--- src/hdl/settle_params.svh ---
`ifndef SETTLE_PARAMS_SVH
`define SETTLE_PARAMS_SVH

`define ADDR_SETTLE_CH0 8'h10
`define ADDR_SETTLE_CH1 8'h11
`define ADDR_SETTLE_CH2 8'h12
`define ADDR_SETTLE_CH3 8'h13
`define ADDR_PRESCALERS 8'h14
`define SETTLE_RESET 16'h0000
`define PRESCALERS_RESET 16'h0000
`define SETTLE_MIN_FIELD 16'h0001
`define SETTLE_MIN_TICKS 20'h0_0020
`define SETTLE_SHIFT 4
`define TICKS_W 20
`define REF_DIV_ZERO 10'h000
`define REF_DIV_ONE 10'h001
`define REF_CNT_ZERO 10'h000
`define TICKS_ZERO 20'h0_0000
`define TICKS_ONE 20'h0_0001
`define RDATA_ZERO 16'h0000

`endif

--- src/hdl/settle_pkg.sv ---
package settle_pkg;

    typedef struct packed {
        logic [3:0] sensor_input_prescale;
        logic [1:0] reserved;
        logic [9:0] reference_prescale;
    } prescalers_t;

    typedef struct packed {
        logic [3:0][15:0] interval;
        prescalers_t prescalers;
    } settle_cfg_t;

    typedef enum logic [1:0] {
        st_idle = 2'b00,
        st_settle = 2'b01,
        st_start = 2'b10
    } settle_state_t;

endpackage

--- src/hdl/settle_regfile.sv ---
`timescale 1ns/1ns
`include "settle_params.svh"

module settle_regfile #(
    parameter bit four_channel = 1'b1
) (
    input wire logic clock,
    input wire logic resetn,
    input wire logic [7:0] reg_addr,
    input wire logic reg_wr,
    input wire logic [15:0] reg_wdata,
    input wire logic reg_rd,
    output logic [15:0] reg_rdata,
    output settle_pkg::settle_cfg_t cfg
);

    logic [3:0][15:0] interval_ff;
    logic [15:0] prescalers_ff;
    logic [15:0] rdata_ff;
    logic [3:0] hit_settle;
    logic hit_prescalers;
    logic [15:0] nxt_rdata;

    // channels 2 and 3 decode only in the four-channel build
    genvar g;
    generate
        for (g = 0; g < 4; g++) begin : g_settle
            localparam logic [7:0] ADDR = `ADDR_SETTLE_CH0 + 8'(g);
            assign hit_settle[g] = (reg_addr == ADDR) && ((g < 2) || four_channel);
            always_ff @(posedge clock or negedge resetn) begin
                if (!resetn) begin
                    interval_ff[g] <= `SETTLE_RESET;
                end else if (reg_wr && hit_settle[g]) begin
                    interval_ff[g] <= reg_wdata;
                end
            end
        end
    endgenerate

    assign hit_prescalers = (reg_addr == `ADDR_PRESCALERS);

    always_ff @(posedge clock or negedge resetn) begin
        if (!resetn) begin
            prescalers_ff <= `PRESCALERS_RESET;
        end else if (reg_wr && hit_prescalers) begin
            prescalers_ff <= reg_wdata;
        end
    end

    assign nxt_rdata = hit_settle[0] ? interval_ff[0] :
                       hit_settle[1] ? interval_ff[1] :
                       hit_settle[2] ? interval_ff[2] :
                       hit_settle[3] ? interval_ff[3] :
                       hit_prescalers ? prescalers_ff : `RDATA_ZERO;

    always_ff @(posedge clock or negedge resetn) begin
        if (!resetn) begin
            rdata_ff <= `RDATA_ZERO;
        end else if (reg_rd) begin
            rdata_ff <= nxt_rdata;
        end
    end

    assign reg_rdata = rdata_ff;
    // one driver for the whole config word: intervals above, divider register below
    assign cfg = {interval_ff, prescalers_ff};

    property p_settle_write;
        @(posedge clock) disable iff (!resetn)
        (reg_wr && reg_addr == `ADDR_SETTLE_CH1) |=> interval_ff[1] == $past(reg_wdata);
    endproperty
    a_settle_write: assert property (p_settle_write) else $error("settle write lost");

    property p_small_variant;
        @(posedge clock) disable iff (!resetn)
        (!four_channel && reg_rd &&
            (reg_addr == `ADDR_SETTLE_CH2 || reg_addr == `ADDR_SETTLE_CH3)) |=>
            reg_rdata == `RDATA_ZERO;
    endproperty
    a_small_variant: assert property (p_small_variant) else $error("ch3 in 2ch build");

    property p_fields;
        @(posedge clock) disable iff (!resetn)
        (reg_wr && hit_prescalers) |=>
            cfg.prescalers.reference_prescale == $past(reg_wdata[9:0]) &&
            cfg.prescalers.sensor_input_prescale == $past(reg_wdata[15:12]);
    endproperty
    a_fields: assert property (p_fields) else $error("divider field layout");

endmodule // settle_regfile

--- src/hdl/sensor_settle_timing.sv ---
// What this block does
// - a conversion on a channel starts only after that channel's settling interval has elapsed.
// - a settling field of zero or one gives an interval of 32 reference clock periods.
// - a settling field of two or more gives the field times 16 reference clock periods.
// - an unsettled amplitude at conversion start raises an amplitude error only if enabled.
// - each settling register is a 16-bit read/write field that resets to zero.
// - settling registers sit at consecutive addresses, channel 0 lowest, channel 1 next.
// - settling registers for channels 2 and 3 exist only in the four-channel build.
// - the divider register holds input divider in bits 15:12, reserved 11:10, reference 9:0.
// - the reference clock is the device clock divided by the reference divider, never by zero.
`timescale 1ns/1ns
`include "settle_params.svh"

module sensor_settle_timing #(
    parameter bit four_channel = 1'b1
) (
    input wire logic clock,
    input wire logic resetn,
    input wire logic [7:0] reg_addr,
    input wire logic reg_wr,
    input wire logic [15:0] reg_wdata,
    input wire logic reg_rd,
    output logic [15:0] reg_rdata,
    input wire logic conv_req,
    input wire logic [1:0] conv_chan,
    input wire logic amp_stable,
    input wire logic amp_err_en,
    output logic busy,
    output logic conv_start,
    output logic [1:0] conv_start_chan,
    output logic amp_err,
    output logic [3:0] sensor_input_prescale_ch0,
    output logic [9:0] reference_prescale_ch0
);

    settle_pkg::settle_cfg_t cfg;
    settle_pkg::settle_state_t state_ff, nxt_state;
    logic [9:0] ref_cnt_ff, nxt_ref_cnt;
    logic [`TICKS_W-1:0] ticks_ff, nxt_ticks;
    logic [`TICKS_W-1:0] target_ff;
    logic [1:0] chan_ff;
    logic amp_meta_ff, amp_sync_ff;
    logic amp_err_ff, conv_start_ff;
    logic [9:0] eff_div;
    logic ref_tick;
    logic req_take;
    logic [15:0] sel_field;
    logic settle_done;
    logic chan_ok;

    function automatic logic [`TICKS_W-1:0] settle_ticks(input logic [15:0] field);
        if (field <= `SETTLE_MIN_FIELD) begin
            settle_ticks = `SETTLE_MIN_TICKS;
        end else begin
            settle_ticks = {field, 4'h0};
        end
    endfunction

    settle_regfile #(.four_channel(four_channel)) u_regs (
        .clock(clock),
        .resetn(resetn),
        .reg_addr(reg_addr),
        .reg_wr(reg_wr),
        .reg_wdata(reg_wdata),
        .reg_rd(reg_rd),
        .reg_rdata(reg_rdata),
        .cfg(cfg)
    );

    assign sensor_input_prescale_ch0 = cfg.prescalers.sensor_input_prescale;
    assign reference_prescale_ch0 = cfg.prescalers.reference_prescale;

    // a reserved zero divider is run as divide-by-one so the timer never hangs
    assign eff_div = (reference_prescale_ch0 == `REF_DIV_ZERO) ? `REF_DIV_ONE
                                                               : reference_prescale_ch0;
    assign ref_tick = (ref_cnt_ff >= eff_div - `REF_DIV_ONE);
    assign nxt_ref_cnt = ref_tick ? `REF_CNT_ZERO : ref_cnt_ff + `REF_DIV_ONE;

    assign chan_ok = four_channel || !conv_chan[1];
    assign req_take = conv_req && chan_ok && (state_ff == settle_pkg::st_idle);
    assign sel_field = cfg.interval[conv_chan];
    assign settle_done = (state_ff == settle_pkg::st_settle) && (ticks_ff >= target_ff);

    always_comb begin
        nxt_state = state_ff;
        nxt_ticks = ticks_ff;
        unique case (state_ff)
            settle_pkg::st_idle: begin
                nxt_ticks = `TICKS_ZERO;
                if (req_take) begin
                    nxt_state = settle_pkg::st_settle;
                end
            end
            settle_pkg::st_settle: begin
                if (settle_done) begin
                    nxt_state = settle_pkg::st_start;
                end else if (ref_tick) begin
                    nxt_ticks = ticks_ff + `TICKS_ONE;
                end
            end
            settle_pkg::st_start: begin
                nxt_state = settle_pkg::st_idle;
            end
            default: begin
                nxt_state = settle_pkg::st_idle;
            end
        endcase
    end

    always_ff @(posedge clock or negedge resetn) begin
        if (!resetn) begin
            state_ff <= settle_pkg::st_idle;
            ticks_ff <= `TICKS_ZERO;
            ref_cnt_ff <= `REF_CNT_ZERO;
        end else begin
            state_ff <= nxt_state;
            ticks_ff <= nxt_ticks;
            ref_cnt_ff <= nxt_ref_cnt;
        end
    end

    always_ff @(posedge clock or negedge resetn) begin
        if (!resetn) begin
            target_ff <= `SETTLE_MIN_TICKS;
            chan_ff <= 2'h0;
        end else if (req_take) begin
            target_ff <= settle_ticks(sel_field);
            chan_ff <= conv_chan;
        end
    end

    // amplitude detector is analog, so synchronise before use
    always_ff @(posedge clock or negedge resetn) begin
        if (!resetn) begin
            amp_meta_ff <= 1'b0;
            amp_sync_ff <= 1'b0;
        end else begin
            amp_meta_ff <= amp_stable;
            amp_sync_ff <= amp_meta_ff;
        end
    end

    always_ff @(posedge clock or negedge resetn) begin
        if (!resetn) begin
            conv_start_ff <= 1'b0;
            amp_err_ff <= 1'b0;
        end else begin
            conv_start_ff <= settle_done;
            amp_err_ff <= settle_done && !amp_sync_ff && amp_err_en;
        end
    end

    assign conv_start = conv_start_ff;
    assign conv_start_chan = chan_ff;
    assign amp_err = amp_err_ff;
    assign busy = (state_ff != settle_pkg::st_idle);

    // helper: cycles between reference ticks
    logic [9:0] gap_ff;
    always_ff @(posedge clock or negedge resetn) begin
        if (!resetn) begin
            gap_ff <= `REF_CNT_ZERO;
        end else begin
            gap_ff <= ref_tick ? `REF_CNT_ZERO : gap_ff + `REF_DIV_ONE;
        end
    end

    property p_small_field;
        @(posedge clock) disable iff (!resetn)
        (req_take && sel_field <= `SETTLE_MIN_FIELD) |=> target_ff == `SETTLE_MIN_TICKS;
    endproperty
    a_small_field: assert property (p_small_field) else $error("short settle not 32");

    property p_large_field;
        @(posedge clock) disable iff (!resetn)
        (req_take && sel_field > `SETTLE_MIN_FIELD) |=>
            target_ff == ($past(sel_field) << `SETTLE_SHIFT);
    endproperty
    a_large_field: assert property (p_large_field) else $error("settle not field x16");

    property p_start_after_settle;
        @(posedge clock) disable iff (!resetn)
        conv_start |-> $past(ticks_ff) >= $past(target_ff) &&
                       $past(state_ff) == settle_pkg::st_settle;
    endproperty
    a_start_after_settle: assert property (p_start_after_settle) else $error("early start");

    property p_start_once;
        @(posedge clock) disable iff (!resetn)
        req_take |=> !conv_start ##1 busy [*2];
    endproperty
    a_start_once: assert property (p_start_once) else $error("start without settle");

    property p_amp_err_raise;
        @(posedge clock) disable iff (!resetn)
        (settle_done && !amp_sync_ff && amp_err_en) |=> amp_err && conv_start;
    endproperty
    a_amp_err_raise: assert property (p_amp_err_raise) else $error("amp error missed");

    property p_amp_err_gate;
        @(posedge clock) disable iff (!resetn)
        amp_err |-> $past(amp_err_en) && !$past(amp_sync_ff) && conv_start;
    endproperty
    a_amp_err_gate: assert property (p_amp_err_gate) else $error("spurious amp error");

    property p_tick_spacing;
        @(posedge clock) disable iff (!resetn)
        (ref_tick && $stable(eff_div) && $past(ref_tick)) |-> eff_div == `REF_DIV_ONE;
    endproperty
    a_tick_spacing: assert property (p_tick_spacing) else $error("ref tick too fast");

    property p_tick_period;
        @(posedge clock) disable iff (!resetn)
        (ref_tick && $stable(eff_div)) |-> gap_ff == eff_div - `REF_DIV_ONE
                                            || $past(ref_cnt_ff) >= eff_div;
    endproperty
    a_tick_period: assert property (p_tick_period) else $error("ref period wrong");

    c_settle_done: cover property (@(posedge clock) disable iff (!resetn) conv_start);
    c_amp_err: cover property (@(posedge clock) disable iff (!resetn) amp_err);
    c_long_field: cover property (@(posedge clock) disable iff (!resetn)
        req_take && sel_field > `SETTLE_MIN_FIELD);

endmodule // sensor_settle_timing

--- config.mk ---
export PLATFORM = sky130hd
export DESIGN_NAME = sensor_settle_timing
export DESIGN_NICKNAME = d
export VERILOG_FILES = /design/src/hdl/settle_pkg.sv /design/src/hdl/settle_regfile.sv /design/src/hdl/sensor_settle_timing.sv
export VERILOG_INCLUDE_DIRS = /design/src /design/src/hdl
export SDC_FILE = /design/constraint.sdc
export NUM_CORES = 1
export LEC_CHECK = 0
export BUFFER_PORTS_ARGS = -buffer_cell sky130_fd_sc_hd__buf_2
export CAP_MARGIN = 20
export CORE_MARGIN = 2
export CORE_UTILIZATION = 45
export DETAILED_ROUTE_END_ITERATION = 10
export PLACE_DENSITY = 0.67
export RECOVER_POWER = 100
export SYNTH_ARGS = -nofsm -noshare
export SYNTH_HDL_FRONTEND = slang
export SYNTH_SLANG_ARGS = --single-unit
--- constraint.sdc ---
create_clock -name clock -period 7.9 [get_ports clock]
set_input_delay 1.58 -clock clock [delete_from_list [all_inputs] [get_ports clock]]
set_output_delay 1.58 -clock clock [all_outputs]
set_load 0.01 [all_outputs]
==> flow_metrics.tcl <==
set metrics [dict create \
    power.leakage_uw 0.004183 \
    power_switching_uw 663.8 \
    gp_congestion 0.8680 \
    synthCells 725 \
    yosys.area_share.adder_pct 4.653 \
    drv_slew 101 \
    die_area_mm2 0.01902 \
    crit_cells 2 \
    synth-simple-area-share_pct 11.86 \
    drtAntennaViolNets 0 \
    die_h_um 137.9 \
    crit_path_start_kind "input pin" \
    power_frac_comb_pct 18.8 \
    max_freq_mhz 187.3 \
    ios 68 \
    outcome "finished with violations" \
    hpwl_mm 13.23 \
    clockRootBuffer "clkbuf_16" \
    grt_pass1_wl_mm 31.40 \
    ctsHoldBuffers 0 \
    critPathBufInv 2 \
    finalClockSkew_ns 0.008991 \
    drc 0 \
    syn_area_per_cell_um2 11.13 \
    synthToLayoutAreaGrowth_pct 11.68 \
    cts_tree "yes" \
    grt_max_degree 83 \
    vias_per_cell 5.870 \
    critPathMaxFanout 82 \
    worst_slack_ns 2.561 \
    num-nets-final 828 \
    crit_slowest_cell "clkbuf_1" \
    min_path_type "reg2reg" \
    hold_viol_final 0 \
    start_util_pct 46.32 \
    critPathTopFamily "buffers and inverters" \
    fp.coreArea_mm2 0.01742 \
    synth-async-reset-ratio_pct 100.0 \
    ys_ff_latch 150 \
    synth_nets 788 \
    cap_viol_max_count 2 \
    rows 48 \
    p_sw_share_pct 30.57 \
    p_seq_share_pct 42.1 \
    post-cts-setup-buffers 0 \
    synthXorXnorAreaFrac_pct 1.520 \
    clock_path_buffers 2 \
    h-tree-depth 4 \
    dp.cells 970 \
    synth_top_family_by_area "multiplexers" \
    worstReg2RegStart "u_regs.prescalers_ff[6]" \
    grt_setup_unrepaired "false" \
    mostFrequentLayoutCell "dfrtp_1" \
    dr_total_vias 5888 \
    drive_gt1_share_pct 24.55 \
    whs_ns 0.3471 \
    fill_cells 1562 \
    groute.usage.overall_pct 21.65 \
    clk_latency_ns 0.43 \
    r2r_cells 15 \
    ys.flop_type "dfrtp_1" \
    r2r_slack_ns 3.26 \
    muxShareOfSynthArea_pct 19.93 \
    reg2reg_to "ticks_ff[6]" \
    final_cells 1003 \
    violations "capacitance limit, slew limit" \
    synth_edf_count 0 \
    setup_viol 0 \
    final_cell_mix "149 x dfrtp_1, 107 x mux2_2, 46 x inv_1" \
    crit_path_end_kind "asynchronous set/reset pin" \
    synth_compound_area_share_pct 10.27 \
    wirelength_mm 19.09 \
    path_cells "clkbuf_1 -> buf_4" \
    synthDistinctLibCells 60 \
    grt_pass1_vias 6055 \
    cts.sinks 150 \
    critPathRequiredTime_ns 8.35 \
    worstMarginPinSlew_ns 4.471 \
    crit_arrival_ns 5.78 \
    setup.worst_path.end "u_regs.cfg[59]" \
    grt-ovfl-total 0 \
    numCtsBuffers 17 \
    slew_headroom_pct -198.1 \
    grt_antenna_before_repair 0 \
    cts.repair.resized 0 \
    wire_per_inst_um 19.03 \
    drt_iter0_markers 369 \
    criticalPathCategory "in2async" \
    cp-startpoint "resetn" \
    io_buffers 67 \
    slowest_delay_ns 3.08 \
    pre_cts_slack_ns 2.914 \
    power.density_mw_per_mm2 241.0 \
    path_clk_slew_ns 0.06 \
    ir_drop_v 0.0001790 \
    die_w_um 137.9 \
    syn_area_mm2 0.008068 \
    synth_warnings 0 \
    finalCritPeriodShare_pct 67.58 \
    first_pass_iters 5 \
    intPower_uw 1508 \
    clkPwrFrac_pct 39.1 \
    fin_crit_ns 5.339 \
    ys_seq_area_share_pct 46.54 \
    diodes 0 \
    tns_ns 0 \
]
## worst min path at each step
stage / startpoint / end / slack (ns) / depth (start not counted)
5_1_grt: amp_meta_ff / amp_sync_ff / 0.36 / 0
3_5_place_dp: amp_meta_ff / amp_sync_ff / 0.34 / 0
4_1_cts: amp_meta_ff / amp_sync_ff / 0.35 / 0
6_report: amp_meta_ff / amp_sync_ff / 0.35 / 0
2_1_floorplan: amp_meta_ff / amp_sync_ff / 0.33 / 0
3_3_place_gp: amp_meta_ff / amp_sync_ff / 0.33 / 0
## logic make-up after synthesis
group | after synthesis
DFF | 150
AOI/OAI and AO/OA | 128
and+or+nand+nor | 180
muxes | 127
xor gates and xnor gates | 14
adders and majority gates | 30
buffers and inverters | 96
## per-layer routing
layer  share of wire (%)  track usage, %
met1                  42           26.91
met2                  52           37.29
met3                 4.0           4.130
met4                 2.5           8.560
met5                   0               0
## state kept, by name, indices dropped and copies added (netlist names)
signal                flops
target_ff                16
ticks_ff                 20
u_regs.reg_rdata         16
u_regs.cfg               64
amp_meta_ff               1
conv_start_chan           2
state_ff                  2
u_regs.prescalers_ff     16
conv_start                1
amp_sync_ff               1
ref_cnt_ff               10
amp_err                   1
## Yosys cell counts, types with 4 or more instances
master,count,area share [%]
a31oi_1,4,0.31
nor2_1,44,2.0
nor3_1,5,0.31
o311ai_0,9,0.98
a21oi_1,45,2.8
xor2_1,7,0.76
o31ai_1,8,0.74
mux2_2,109,15
xnor2_1,7,0.76
nand3_1,23,1.4
nand2_1,32,1.5
mux4_2,16,4.5
dfrtp_1,149,46
a22oi_1,17,1.6
nor2b_1,18,1.4
or3_1,8,0.62
inv_1,46,2.1
buf_4,14,1.3
a22o_1,4,0.43
and2_1,8,0.62
and3_1,5,0.39
o21ai_0,22,1.4
nand4_1,10,0.78
nor4_1,4,0.31
clkbuf_1,31,1.4
or4_1,4,0.37
ha_1,30,4.7
## layout make-up
| cell class | instances | area [um2] | area share, % |
|---|---|---|---|
| Clock inverter | 13 | 168.9 | 1.875 |
| Inverter | 46 | 172.7 | 1.916 |
| Sequential cell | 150 | 3755 | 41.67 |
| Clock buffer | 19 | 452.9 | 5.027 |
| Timing Repair Buffer | 71 | 307.8 | 3.416 |
| Multi-Input combinational cell | 479 | 3871 | 42.97 |
| Tap cell | 225 | 281.5 | 3.125 |
## metrics by stage
step	instance area (um2)	util [%]	power (uW)
global placement	8469	48.63	1318
global route	9010	51.73	2277
CTS	9091	52.20	2194
floorplan	8068	-	1214
detailed placement	8469	48.63	1346
finish	9010	51.73	2171
## power by group through the flow
stage	combinational, uW	clock, uW	sequential, uW
6_report	408	849	915
5_1_grt	457	893	926
4_1_cts	421	860	913
3_5_place_dp	420	0	927
3_3_place_gp	397	0	921
2_1_floorplan	326	0	888
No activity file was read; power rests on OpenSTA's default activity.
